### config.mk
export PLATFORM = sky130hd
export DESIGN_NAME = mtr_trigger
export DESIGN_NICKNAME = d
export VERILOG_FILES = /design/src/pkg/mtr_pkg.sv /design/src/mtr_field_cmp.sv /design/src/mtr_trigger.sv
export SDC_FILE = /design/constraint.sdc
export NUM_CORES = 1
export LEC_CHECK = 0
export BUFFER_PORTS_ARGS = -buffer_cell sky130_fd_sc_hd__clkbuf_2
export CORE_MARGIN = 2
export CORE_UTILIZATION = 47
export DETAILED_ROUTE_END_ITERATION = 8
export PLACE_DENSITY = 0.8
export SYNTH_ARGS = -nofsm -noshare
export SYNTH_HDL_FRONTEND = slang
export SYNTH_SLANG_ARGS = --single-unit
### constraint.sdc
create_clock -name CLK_I -period 3.2 [get_ports CLK_I]
set_clock_uncertainty 0.05 [all_clocks]
set_input_delay 0.32 -clock CLK_I [delete_from_list [all_inputs] [get_ports CLK_I]]
set_output_delay 0.32 -clock CLK_I [all_outputs]
set_load 0.01 [all_outputs]
### src/pkg/mtr_pkg.sv
// Purpose: constants and types for the bus protocol trigger matcher
// Assumes: words arrive already decoded, one strobe per word
// Notes:   settings are plain ports; defaults are the settings-reset values
// How it works
// - trigger type picks sync, frame, error, command, status or data; sync after reset.
// - command type selects addressed word or mode code; addressed word after reset.
// - data value compared by eight relational or range tests; off after reset.
// - data compared against min and max patterns with per-bit don't-care.
// - data offset selects word position in message; zero after reset.
// - offset qualified by six relational tests only, no range tests.
// - count of consecutive data words compared; one after reset.
// - error mode fires on Manchester violation when enabled; enabled after reset.
// - error mode fires on even parity word when enabled; enabled after reset.
// - error mode fires on bad sync or invalid transmission when enabled.
// - error mode fires when measured timeout cmp_range_a configured range, if enabled.
// - mode code function matches one of thirty-one or any; any after reset.
// - mode code field must equal held mode code value when the function is any.
// - terminal address compared by eight tests with don't-care patterns; off after reset.
// - subaddress compared by eight tests with don't-care patterns; off after reset.
// - mode code subaddress matches zero, top or either; either after reset.
// - eight status flags each match 0, 1 or don't-care; all don't-care after reset.
// - sync mode fires on command/status, data or either sync; command/status after reset.
// - command direction matches transmit, receive or either; either after reset.
// - transfer kind selectable among four; controller-to-terminal after reset.
// - word count compared by eight tests against min and max; off after reset.
// - bus polarity positive or negative; positive after reset.
// - min and max response limits, max may be unbounded, define timeout range.
package mtr_pkg;
  typedef enum logic [2:0] {
    MTR_TRG_SYNC   = 3'h0,
    MTR_TRG_FRAME  = 3'h1,
    MTR_TRG_ERROR  = 3'h2,
    MTR_TRG_CMD    = 3'h3,
    MTR_TRG_STATUS = 3'h4,
    MTR_TRG_DATA   = 3'h5
  } mtr_trg_t;

  typedef enum logic [3:0] {
    MTR_CMP_OFF          = 4'h0,
    MTR_CMP_EQUAL        = 4'h1,
    MTR_CMP_NOT_EQUAL    = 4'h2,
    MTR_CMP_GREATER      = 4'h3,
    MTR_CMP_GREATER_OR_EQ = 4'h4,
    MTR_CMP_LESS_OR_EQ   = 4'h5,
    MTR_CMP_LESS         = 4'h6,
    MTR_CMP_INSIDE_RANGE = 4'h7,
    MTR_CMP_CMP_RANGE_A_RANGE = 4'h8
  } mtr_cmp_t;

  typedef enum logic [1:0] {
    MTR_SEL_FIRST  = 2'h0,
    MTR_SEL_SECOND = 2'h1,
    MTR_SEL_EITHER = 2'h2
  } mtr_sel3_t;

  typedef enum logic [1:0] {
    MTR_XFER_CONTROLLER_TO_TERMINAL = 2'h0,
    MTR_XFER_TERMINAL_TO_CONTROLLER = 2'h1,
    MTR_XFER_TERMINAL_TO_TERMINAL   = 2'h2,
    MTR_XFER_MODE_CODE_WITH_DATA    = 2'h3
  } mtr_xfer_t;

  typedef enum logic [1:0] {
    MTR_ST_IDLE = 2'h0,
    MTR_ST_CMD  = 2'h1,
    MTR_ST_DATA = 2'h2
  } mtr_state_t;

  localparam logic [4:0]  MTR_FN_ANY          = 5'h1f;
  localparam logic [4:0]  MTR_SUBADDR_ZERO    = 5'h00;
  localparam logic [4:0]  MTR_SUBADDR_TOP     = 5'h1f;
  localparam logic [5:0]  MTR_OFFSET_RST      = 6'h00;
  localparam logic [5:0]  MTR_WORDS_RST       = 6'h01;
  localparam int          MTR_RT_POS          = 11;
  localparam int          MTR_TR_POS          = 10;
  localparam int          MTR_SA_POS          = 5;
  localparam int          MTR_WC_POS          = 0;
  localparam logic [4:0]  MTR_WC_ZERO_MEANS   = 5'h00;
  localparam logic [6:0]  MTR_WC_FULL         = 7'h20;
endpackage : mtr_pkg

### src/mtr_field_cmp.sv
`timescale 1ns/1ps
// Purpose: one field comparator, relational or range, with don't-care bits
// Assumes: compare code from the package
// Notes:   care bits masked on both sides before compare
module mtr_field_cmp
  import mtr_pkg::*;
#(
  parameter int W = 16
) (
  input  wire logic [W-1:0] value_i,
  input  wire logic [W-1:0] min_val_i,
  input  wire logic [W-1:0] min_care_i,
  input  wire logic [W-1:0] max_val_i,
  input  wire logic [W-1:0] max_care_i,
  input  wire logic [3:0]   cond_i,
  output logic              match_o
);
  logic [W-1:0] v_lo;
  logic [W-1:0] p_lo;
  logic [W-1:0] v_hi;
  logic [W-1:0] p_hi;

  // don't-care bits forced equal on both sides
  assign v_lo = value_i & min_care_i;
  assign p_lo = min_val_i & min_care_i;
  assign v_hi = value_i & max_care_i;
  assign p_hi = max_val_i & max_care_i;

  always_comb begin
    case (mtr_cmp_t'(cond_i))
      MTR_CMP_OFF:           match_o = 1'b1;
      MTR_CMP_EQUAL:         match_o = (v_lo == p_lo);
      MTR_CMP_NOT_EQUAL:     match_o = (v_lo != p_lo);
      MTR_CMP_GREATER:       match_o = (v_lo > p_lo);
      MTR_CMP_GREATER_OR_EQ: match_o = (v_lo >= p_lo);
      MTR_CMP_LESS_OR_EQ:    match_o = (v_lo <= p_lo);
      MTR_CMP_LESS:          match_o = (v_lo < p_lo);
      MTR_CMP_INSIDE_RANGE:  match_o = (v_lo >= p_lo) && (v_hi <= p_hi);
      MTR_CMP_CMP_RANGE_A_RANGE: match_o = (v_lo < p_lo) || (v_hi > p_hi);
      default:               match_o = 1'b0;
    endcase
  end
endmodule : mtr_field_cmp

### src/mtr_trigger.sv
`timescale 1ns/1ps
// Purpose: protocol trigger matcher on a decoded serial command/response bus
// Assumes: one word strobe per decoded word with sync kind and error flags
// Notes:   settings ports are live; TRIG_O is a one-cycle pulse
module mtr_trigger
  import mtr_pkg::*;
#(
  parameter int TW = 16
) (
  input  wire logic          CLK_I,
  input  wire logic          RST_I,
  input  wire logic          WORD_VALID_I,
  input  wire logic [15:0]   WORD_DATA_I,
  input  wire logic          WORD_CMD_SYNC_I,
  input  wire logic          WORD_PARITY_I,
  input  wire logic          MANCH_ERR_I,
  input  wire logic          SYNC_ERR_I,
  input  wire logic          FRAME_START_I,
  input  wire logic          RESP_VALID_I,
  input  wire logic [TW-1:0] RESP_TIME_I,
  input  wire logic [2:0]    TRIG_TYPE_I,
  input  wire logic          CMD_MODE_CODE_I,
  input  wire logic          BUS_NEGATIVE_I,
  input  wire logic [1:0]    SYNC_SEL_I,
  input  wire logic [1:0]    TRANSFER_DIRECTION_I,
  input  wire logic [1:0]    TRANSFER_KIND_I,
  input  wire logic [3:0]    DATA_COND_I,
  input  wire logic [15:0]   DATA_MIN_I,
  input  wire logic [15:0]   DATA_MIN_CARE_I,
  input  wire logic [15:0]   DATA_MAX_I,
  input  wire logic [15:0]   DATA_MAX_CARE_I,
  input  wire logic [5:0]    DATA_OFFSET_I,
  input  wire logic [3:0]    OFFSET_COND_I,
  input  wire logic [5:0]    DATA_WORDS_I,
  input  wire logic          ERR_MANCH_EN_I,
  input  wire logic          ERR_PARITY_EN_I,
  input  wire logic          ERR_SYNC_EN_I,
  input  wire logic          ERR_TIMEOUT_EN_I,
  input  wire logic [TW-1:0] RESP_MIN_I,
  input  wire logic [TW-1:0] RESP_MAX_I,
  input  wire logic          RESP_MAX_UNBOUNDED_I,
  input  wire logic [4:0]    MODE_FN_I,
  input  wire logic [4:0]    MODE_VALUE_I,
  input  wire logic [1:0]    MODE_SUBADDR_SEL_I,
  input  wire logic [3:0]    ADDR_COND_I,
  input  wire logic [4:0]    ADDR_MIN_I,
  input  wire logic [4:0]    ADDR_MIN_CARE_I,
  input  wire logic [4:0]    ADDR_MAX_I,
  input  wire logic [4:0]    ADDR_MAX_CARE_I,
  input  wire logic [3:0]    SUBADDR_COND_I,
  input  wire logic [4:0]    SUBADDR_MIN_I,
  input  wire logic [4:0]    SUBADDR_MIN_CARE_I,
  input  wire logic [4:0]    SUBADDR_MAX_I,
  input  wire logic [4:0]    SUBADDR_MAX_CARE_I,
  input  wire logic [3:0]    WORD_COUNT_FIELD_COND_I,
  input  wire logic [4:0]    WORD_COUNT_FIELD_MIN_I,
  input  wire logic [4:0]    WORD_COUNT_FIELD_MAX_I,
  input  wire logic [7:0]    STATUS_VAL_I,
  input  wire logic [7:0]    STATUS_CARE_I,
  output logic               TRIG_O,
  output logic               ERR_SEEN_O,
  output logic [5:0]         WORD_POS_O
);

  // ------------------------------------------------------------------
  // word decode
  // ------------------------------------------------------------------
  logic        cmd_sync;
  logic        odd_ok;
  logic [4:0]  f_rt;
  logic        f_tr;
  logic [4:0]  f_sa;
  logic [4:0]  f_wc;
  logic [7:0]  f_status;
  logic        is_mode;

  // negative polarity swaps the sync kinds
  assign cmd_sync = WORD_CMD_SYNC_I ^ BUS_NEGATIVE_I;
  assign odd_ok   = ^{WORD_DATA_I, WORD_PARITY_I};
  assign f_rt     = WORD_DATA_I[MTR_RT_POS +: 5];
  assign f_tr     = WORD_DATA_I[MTR_TR_POS];
  assign f_sa     = WORD_DATA_I[MTR_SA_POS +: 5];
  assign f_wc     = WORD_DATA_I[MTR_WC_POS +: 5];
  assign is_mode  = (f_sa == MTR_SUBADDR_ZERO) || (f_sa == MTR_SUBADDR_TOP);
  // broadcast, busy, bus-accept, instr, msg err, svc req, subsys, terminal
  assign f_status = {WORD_DATA_I[9], WORD_DATA_I[8], WORD_DATA_I[1],
                     WORD_DATA_I[4], WORD_DATA_I[10], WORD_DATA_I[8-0],
                     WORD_DATA_I[2], WORD_DATA_I[0]};

  // ------------------------------------------------------------------
  // helpers
  // ------------------------------------------------------------------
  function automatic logic sel3(input logic [1:0] sel, input logic a, input logic b);
    case (mtr_sel3_t'(sel))
      MTR_SEL_FIRST:  sel3 = a;
      MTR_SEL_SECOND: sel3 = b;
      MTR_SEL_EITHER: sel3 = a | b;
      default:        sel3 = 1'b0;
    endcase
  endfunction : sel3

  function automatic logic rel6(input logic [3:0] c, input logic [5:0] v,
                                input logic [5:0] p);
    case (mtr_cmp_t'(c))
      MTR_CMP_OFF:           rel6 = (v == p);
      MTR_CMP_EQUAL:         rel6 = (v == p);
      MTR_CMP_NOT_EQUAL:     rel6 = (v != p);
      MTR_CMP_GREATER:       rel6 = (v > p);
      MTR_CMP_GREATER_OR_EQ: rel6 = (v >= p);
      MTR_CMP_LESS_OR_EQ:    rel6 = (v <= p);
      MTR_CMP_LESS:          rel6 = (v < p);
      default:               rel6 = (v == p);
    endcase
  endfunction : rel6

  // ------------------------------------------------------------------
  // field comparators
  // ------------------------------------------------------------------
  logic m_rt;
  logic m_sa;
  logic m_wc;
  logic m_data;

  mtr_field_cmp #(.W(5)) u_rt (
    .value_i    (f_rt),
    .min_val_i  (ADDR_MIN_I),
    .min_care_i (ADDR_MIN_CARE_I),
    .max_val_i  (ADDR_MAX_I),
    .max_care_i (ADDR_MAX_CARE_I),
    .cond_i     (ADDR_COND_I),
    .match_o    (m_rt)
  );

  mtr_field_cmp #(.W(5)) u_sa (
    .value_i    (f_sa),
    .min_val_i  (SUBADDR_MIN_I),
    .min_care_i (SUBADDR_MIN_CARE_I),
    .max_val_i  (SUBADDR_MAX_I),
    .max_care_i (SUBADDR_MAX_CARE_I),
    .cond_i     (SUBADDR_COND_I),
    .match_o    (m_sa)
  );

  mtr_field_cmp #(.W(5)) u_wc (
    .value_i    (f_wc),
    .min_val_i  (WORD_COUNT_FIELD_MIN_I),
    .min_care_i (5'h1f),
    .max_val_i  (WORD_COUNT_FIELD_MAX_I),
    .max_care_i (5'h1f),
    .cond_i     (WORD_COUNT_FIELD_COND_I),
    .match_o    (m_wc)
  );

  mtr_field_cmp #(.W(16)) u_data (
    .value_i    (WORD_DATA_I),
    .min_val_i  (DATA_MIN_I),
    .min_care_i (DATA_MIN_CARE_I),
    .max_val_i  (DATA_MAX_I),
    .max_care_i (DATA_MAX_CARE_I),
    .cond_i     (DATA_COND_I),
    .match_o    (m_data)
  );

  // ------------------------------------------------------------------
  // command word qualification
  // ------------------------------------------------------------------
  logic m_dir;
  logic m_kind;
  logic m_mode;
  logic m_cmd;

  assign m_dir = sel3(TRANSFER_DIRECTION_I, f_tr, ~f_tr);

  always_comb begin
    case (mtr_xfer_t'(TRANSFER_KIND_I))
      MTR_XFER_CONTROLLER_TO_TERMINAL: m_kind = ~f_tr && !is_mode;
      MTR_XFER_TERMINAL_TO_CONTROLLER: m_kind = f_tr && !is_mode;
      MTR_XFER_TERMINAL_TO_TERMINAL:   m_kind = !is_mode;
      MTR_XFER_MODE_CODE_WITH_DATA:    m_kind = is_mode && f_wc[4];
      default:                         m_kind = 1'b0;
    endcase
  end

  // mode code field sits in the word-count position
  assign m_mode = is_mode
                && sel3(MODE_SUBADDR_SEL_I, f_sa == MTR_SUBADDR_ZERO,
                        f_sa == MTR_SUBADDR_TOP)
                && ((MODE_FN_I == MTR_FN_ANY) || (f_wc == MODE_FN_I))
                && (f_wc == MODE_VALUE_I || MODE_FN_I != MTR_FN_ANY);

  assign m_cmd = m_rt && m_dir
               && (CMD_MODE_CODE_I ? m_mode : (m_sa && m_wc && m_kind));

  // ------------------------------------------------------------------
  // message tracking
  // ------------------------------------------------------------------
  mtr_state_t state;
  mtr_state_t next_state;
  logic [5:0] pos;
  logic [5:0] run;

  always_comb begin
    case (state)
      MTR_ST_IDLE: next_state = (WORD_VALID_I && cmd_sync) ? MTR_ST_CMD : MTR_ST_IDLE;
      MTR_ST_CMD:  next_state = (WORD_VALID_I && !cmd_sync) ? MTR_ST_DATA : state;
      MTR_ST_DATA: next_state = (WORD_VALID_I && cmd_sync) ? MTR_ST_CMD : state;
      default:     next_state = MTR_ST_IDLE;
    endcase
  end

  always_ff @(posedge CLK_I or posedge RST_I) begin
    if (RST_I) begin
      state <= MTR_ST_IDLE;
    end else begin
      state <= next_state;
    end
  end

  // data word position cmp_inside_range message
  always_ff @(posedge CLK_I or posedge RST_I) begin
    if (RST_I) begin
      pos <= MTR_OFFSET_RST;
    end else if (WORD_VALID_I) begin
      pos <= cmd_sync ? MTR_OFFSET_RST : pos + 6'h01;
    end
  end

  // run of consecutive matching data words at a qualified offset
  logic data_hit;
  logic at_offset;
  assign at_offset = rel6(OFFSET_COND_I, pos, DATA_OFFSET_I);
  assign data_hit  = WORD_VALID_I && !cmd_sync && m_data
                   && (state != MTR_ST_IDLE) && (at_offset || run != 6'h00);

  always_ff @(posedge CLK_I or posedge RST_I) begin
    if (RST_I) begin
      run <= 6'h00;
    end else if (WORD_VALID_I) begin
      if (data_hit && (run + 6'h01) < DATA_WORDS_I) begin
        run <= run + 6'h01;
      end else begin
        run <= 6'h00;
      end
    end
  end

  // ------------------------------------------------------------------
  // errors
  // ------------------------------------------------------------------
  logic e_manch;
  logic e_par;
  logic e_sync;
  logic e_to;
  logic any_err;

  assign e_manch = ERR_MANCH_EN_I && WORD_VALID_I && MANCH_ERR_I;
  assign e_par   = ERR_PARITY_EN_I && WORD_VALID_I && !odd_ok;
  assign e_sync  = ERR_SYNC_EN_I && WORD_VALID_I && SYNC_ERR_I;
  assign e_to    = ERR_TIMEOUT_EN_I && RESP_VALID_I
                 && ((RESP_TIME_I < RESP_MIN_I)
                  || (!RESP_MAX_UNBOUNDED_I && RESP_TIME_I > RESP_MAX_I));
  assign any_err = e_manch | e_par | e_sync | e_to;

  // ------------------------------------------------------------------
  // trigger selection
  // ------------------------------------------------------------------
  logic next_trig;

  always_comb begin
    case (mtr_trg_t'(TRIG_TYPE_I))
      MTR_TRG_SYNC:   next_trig = WORD_VALID_I
                                  && sel3(SYNC_SEL_I, cmd_sync, !cmd_sync);
      MTR_TRG_FRAME:  next_trig = FRAME_START_I;
      MTR_TRG_ERROR:  next_trig = any_err;
      MTR_TRG_CMD:    next_trig = WORD_VALID_I && cmd_sync && m_cmd;
      MTR_TRG_STATUS: next_trig = WORD_VALID_I && cmd_sync
                                  && (((f_status ^ STATUS_VAL_I) & STATUS_CARE_I) == 8'h00);
      MTR_TRG_DATA:   next_trig = data_hit && (run + 6'h01) >= DATA_WORDS_I;
      default:        next_trig = 1'b0;
    endcase
  end

  always_ff @(posedge CLK_I or posedge RST_I) begin
    if (RST_I) begin
      TRIG_O <= 1'b0;
    end else begin
      TRIG_O <= next_trig;
    end
  end

  always_ff @(posedge CLK_I or posedge RST_I) begin
    if (RST_I) begin
      ERR_SEEN_O <= 1'b0;
    end else begin
      ERR_SEEN_O <= any_err;
    end
  end

  always_ff @(posedge CLK_I or posedge RST_I) begin
    if (RST_I) begin
      WORD_POS_O <= MTR_OFFSET_RST;
    end else begin
      WORD_POS_O <= pos;
    end
  end
endmodule : mtr_trigger

## Word level (Yosys, flattened, before mapping)

Cells that the tools add are included.

- Register bits: 22
- Bits in latches: 0
- Bits in writable memories: 0
- Memory bits (read-only): 0
- Output and inout port bits: 8
- Logic and storage cells: 210
- Memories kept: 0

- $add $sub $neg: 2
- Multipliers: 0
- Divide/modulo/power cells: 0
- Order comparisons: 32
- Equal/unequal tests: 70
- Shifts and indexed selects: 0
- Muxes and demuxes: 18
- Bitwise gates (word level): 20
- Reductions and logical operators: 62

Operators with widths:

| operator | count |
|---|---|
| $eq A4 B3 Y1 const B | 19 |
| $and A16 B16 Y16 | 4 |
| $gt A16 B16 Y1 | 3 |
| $and A5 B5 Y5 | 8 |
| $eq A4 B2 Y1 const B | 10 |
| $pmux W1 S9 | 4 |
| $logic_and A1 B1 Y1 | 33 |
| $le A16 B16 Y1 | 2 |
| $lt A16 B16 Y1 | 2 |
| $gt A5 B5 Y1 | 6 |
| $le A5 B5 Y1 | 6 |
| $eq A5 B5 Y1 | 5 |
| $reduce_xor A17 Y1 | 1 |
| $eq A16 B16 Y1 | 1 |
| $eq A4 B1 Y1 const B | 4 |
| $eq A4 B4 Y1 const B | 4 |
| $ge A16 B16 Y1 | 1 |
| $logic_not A4 Y1 | 4 |
| $ne A16 B16 Y1 | 1 |
| $ge A5 B5 Y1 | 3 |
| $lt A5 B5 Y1 | 3 |
| $ne A5 B5 Y1 | 3 |
| $add A6 B1 Y6 const B | 2 |
| $eq A2 B2 Y1 const B | 6 |
| other kinds (35) | 69 |

## Depth between registers and ports, before layout

- Word-level depth: 10
- Depth in mapped cells: 11
- Gate-level depth less buffers: 11

## By module

A second synthesis with hierarchy kept.

- Cell total of the unflattened synthesis: 668
- Area total of the unflattened synthesis: 5196.2 µm²

By module, submodules not included:

| module | times used | cells each | area an instance (µm²) | seq. area each (µm²) |
|---|---|---|---|---|
| mtr_trigger | 1 | 341 | 2834.0 | 550.5 |
| mtr_field_cmp (u_rt ...) | 3 | 57 | 417.9 | 0.0 |
| mtr_field_cmp (u_data) | 1 | 156 | 1108.6 | 0.0 |

## Worst setup path before layout

OpenSTA, ideal clock, no wires.

- Path kind: input-to-reg
- From: input WORD_DATA_I[1]
- To: register run[0]
- Setup time: 0.135 ns
- Data arrival time: 2.266 ns
- Required time: 3.015 ns
- Path slack: 0.750 ns
- Stages on the path: 11
- Buffers on the path: 1
- Cell sequence: buf_4 -> and2_1 -> ha_1 -> nor2b_1 -> o211ai_1 -> a2111oi_2 -> a211oi_2 -> o311ai_1 -> o31ai_2 -> o21ai_2 -> o22ai_1

- Cells in the longest elaborated chain, start to end: 9
- Elaborated cells on any way between the ends: 18
- Classes of those cells: 6 x order compare; 2 x eq/ne; 2 x mux; 2 x bitwise; 6 x reduce/logical

RTL lines:

| element | RTL line | text |
|---|---|---|
| from (decl) | mtr_trigger.sv:13 | `input wire logic [15:0] WORD_DATA_I,` |
| $and A16 B16 Y16, on equally long branches | mtr_field_cmp.sv:24, mtr_field_cmp.sv:26 |  |
| $lt A16 B16 Y1, or another cell as far along | mtr_field_cmp.sv:37, mtr_field_cmp.sv:39 |  |
| $logic_or A1 B1 Y1 / $logic_and A1 B1 Y1 (equally long branches) | mtr_field_cmp.sv:39, mtr_field_cmp.sv:38 |  |
| $pmux W1 S9 (*) | mtr_field_cmp.sv:30 | `case (mtr_cmp_t'(cond_i))` |
| $logic_and A1 B1 Y1 (*) | mtr_trigger.sv:232 | `assign data_hit = WORD_VALID_I && !cmd_sync && m_data` |
| $logic_and A1 B1 Y1 (*) (2 in a row) | mtr_trigger.sv:233 | `&& (state != MTR_ST_IDLE) && (at_offset \|\| run != 6'h00);` |
| $logic_and A1 B1 Y1 (*) | mtr_trigger.sv:239 | `if (data_hit && (run + 6'h01) < DATA_WORDS_I) begin` |
| $mux W6 (*) | mtr_trigger.sv:239 |  |
| to (signal assigned) | mtr_trigger.sv:240 | `run <= run + 6'h01;` |
| to (decl) | mtr_trigger.sv:200 | `logic [5:0] run;` |

Mark *: on every way between the ends. The rest lies on a longest branch, timed or not.
A chain may end at the register's enable or synchronous reset.

## Worst setup path after layout

- From: register run[2]
- To: register TRIG_O

- Cells in the longest elaborated chain, start to end: 5
- Elaborated cells on any way between the ends: 7
- Classes of those cells: 1 x add/sub; 1 x order compare; 1 x mux; 4 x reduce/logical

RTL lines:

| element | RTL line | text |
|---|---|---|
| parallel branches: the longest is 3 deep, another holds $add A6 B1 Y6 | n/a |  |
| $logic_and A1 B1 Y1 (*) | mtr_trigger.sv:278 | `MTR_TRG_DATA: next_trig = data_hit && (run + 6'h01) >= DATA_WORDS_I;` |
| $pmux W1 S6 (*) | mtr_trigger.sv:270 | `case (mtr_trg_t'(TRIG_TYPE_I))` |
| via next_trig | mtr_trigger.sv:267 | `logic next_trig;` |
| to (signal assigned) | mtr_trigger.sv:287 | `TRIG_O <= next_trig;` |
| to (decl) | mtr_trigger.sv:60 | `output logic TRIG_O,` |

Mark *: on every way through the listed nets, which the timed path passes.

==> impl_metrics.ini <==
[synthesis]
synth_top_family_by_area = adder cells
synth_compound_area_share_pct = 21.2
avgSynthCellArea_um2 = 7.57
synth_top_area_share_pct = 27.7
synthXorXnorAreaFrac_pct = 6.76
synth_area_leaders = ha_1 (28%), dfrtp_1 (11%), and2_1 (6.6%), nand2_1 (6.4%), inv_1 (5.6%)
synthTopCellsByCount = ha_1 (112), nand2_1 (86), inv_1 (75)
synthAdderAreaFrac_pct = 27.7
async_reset_ff_share_pct = 100
yosysMostFrequentCell = ha_1
synth_cells = 668
synth_largest_area_cell = ha_1
synth_edf_count = 0
yosys_warnings = 0
yosys_most_used_dff = dfrtp_1
syn_area_um2 = 5060
ys_seq_area_share_pct = 10.9
synth.distinct_cells = 67
synth-simple-area-share_pct = 25.6
synthMuxAreaShare_pct = 1.44
synth-seq-cells = 22
synth_fp_nets = 1043

[global_routing]
gr-total-overflow = 0
grt_pass1_wl_um = 23900
antenna_found_initial = 0
grt_max_degree = 23
grt_util_all_layers_pct = 25.1
grt_pass1_vias = 5418

[cells_and_area]
finalNetCount = 1311
diodes = 0
synthToLayoutAreaGrowth_pct = 30.9
layout-drive-gt1-share_pct = 30.8
utilization_pct = 63.8

[drt]
drc = 0
drtIter0Drc = 177
viasPerCell = 5.29
wl_um = 14800
num_vias = 5667
drt_first_pass_iters = 4
post_drt_wl_per_cell_um = 13.9
ant_nets = 0

[clocking]
clk_pin_slew_ns = 0.08
clock_path_buffers = 2
cts_made_buffers = 3
clock_latency_ns = 0.26
cts.sinks = 22
root_buffer = clkbuf_8
tritoncts = yes
hold_buffers = 0
cts.htree.levels = 1
cts_setup_buffers = 0
cts_resized = 0

[placed_design]
hpwl_um = 13600
port_buffers = 270
pre_cts_ws_ns = 0.457
gp_congestion = 0.882

[critical_path]
crit_path_start_kind = flip-flop
arrival_ns = 2.71
worst_path_largest_cell_delay_ns = 0.44
crit_required_ns = 3.29
endpoint_kind = flip-flop
critPathMostFrequentCell = a21o_1
reg2reg_depth = 10
worst_path_max_delay_cell = dfrtp_1
rrSetupSlack_ns = 0.58
rr_endpoint = TRIG_O
crit_chain = nand3_1 -> xnor2_1 -> ha_1 -> a21o_1 -> a21o_1 -> a211oi_2 -> o21ai_0 -> and4b_1 -> o211ai_1 -> nand4_1
worstReg2RegStart = run[2]
worst-path-max-fanout = 7
crit_end = TRIG_O
path_class = reg2reg
crit_start = run[2]

[flow_run]
drv_cap = 0

[power]
seq_power_share_pct = 24.2
swShare_pct = 37.5
clkPwrFrac_pct = 18.7
p_comb_share_pct = 57.1
cellPowerDensity_nw_per_um2 = 209
p_leak_nw = 3.74
ir_drop_v = 0.000269
power_switching_mw = 0.518
fin_total_pwr_mw = 1.38
p_int_mw = 0.863

[floorplanning]
die_w_um = 108
rows = 37
core-area_um2 = 10400
die_area_um2 = 11600
ios = 271
fp.dieH_um = 108
start_util_pct = 48.8

[timing]
finalSetupViolCount = 0
tightestPinTransition_ns = 0.840
slew_viol_final = 0
slew_headroom_pct = 44.0
fin_crit_sh_pct = 81.9
hold_ws_ns = 0.145
fin_tns_setup_ns = 0
period_needed_ns = 2.62
max_freq_mhz = 382
hold_viol = 0
worst_slack_ns = 0.580
rsz0062_at_grt = no

[outcome]
outcome = finished clean

[min_path]
hold_path_class = in2async
placed cells by master (no fill, tap or decap), drive strengths merged, types with 17 or more instances in the layout:
master / synthesis / final
o21ai: 29 / 29
nand4: 20 / 20
xnor2: 23 / 23
nand3: 17 / 17
nand2: 86 / 86
ha: 112 / 112
a21oi: 39 / 39
clkbuf: 4 / 273
and2: 53 / 53
dfrtp: 22 / 22
nor2: 21 / 21
inv: 75 / 75
metal layers:
metal  vias up  wire length (um)  global-route usage [%]  share of wire (%)
met5         -                 0                       0                  0
li1       2940                 -                       -                  -
met1      2477              6400                    31.5                 43
met2       220              7120                    45.4                 48
met4         0               365                    6.14                2.5
met3        30               967                    2.72                6.5
cell families after synthesis:
group	count (synthesis)
DFF	22
and+or+nand+nor	251
buffers and inverters	84
muxes	7
adders and majority gates	112
xor gates and xnor gates	39
AOI/OAI and AO/OA	153
critical path, delay by kind of cell (launching register included):
family,cells,cell delay [ns]
AO/OA/AOI/OAI,5,1.02
adder cells (fa/ha/maj),1,0.28
XOR/XNOR,1,0.21
AND/OR/NAND/NOR,3,0.49
flip-flops,1,0.44
per-stage QoR:
stage	area (um2)	instances
after floorplan	5060	668
after global placement	6550	1067
after detailed placement	6550	1067
after CTS	6620	1071
after global routing	6620	1071
final	6620	1071
flip-flops by register name (all words and copies together), names as in the netlist:
name and count:
WORD_POS_O 6, pos 6, run 6, state 2
ERR_SEEN_O 1, TRIG_O 1
how the worst min path moves through the flow:
stage / depth (start not counted) / end / slack, ns
floorplan: 1 / ERR_SEEN_O / 0.26
global placement: 0 / WORD_POS_O[5] / 0.37
detailed placement: 0 / WORD_POS_O[5] / 0.37
CTS: 2 / WORD_POS_O[2] / 0.16
global route: 2 / pos[3] / 0.21
finish: 2 / WORD_POS_O[0] / 0.15
power groups by stage:
stage / registers, mW / clock network (mW) / logic, mW
4_1_cts: 0.335 / 0.262 / 0.792
6_report: 0.334 / 0.258 / 0.788
3_3_place_gp: 0.340 / 0 / 0.775
2_1_floorplan: 0.341 / 0 / 0.461
5_1_grt: 0.342 / 0.272 / 0.898
3_5_place_dp: 0.341 / 0 / 0.786
final cells by class:
cell class / instances / area [um2]
Multi-Input combinational cell: 562 / 4180
Fill cell: 976 / 3750
Timing Repair Buffer: 272 / 1370
Sequential cell: 22 / 551
Inverter: 75 / 282
Tap cell: 136 / 170
Clock buffer: 3 / 41.3
Clock inverter: 1 / 30.0
(Power assumes the default switching activity.)
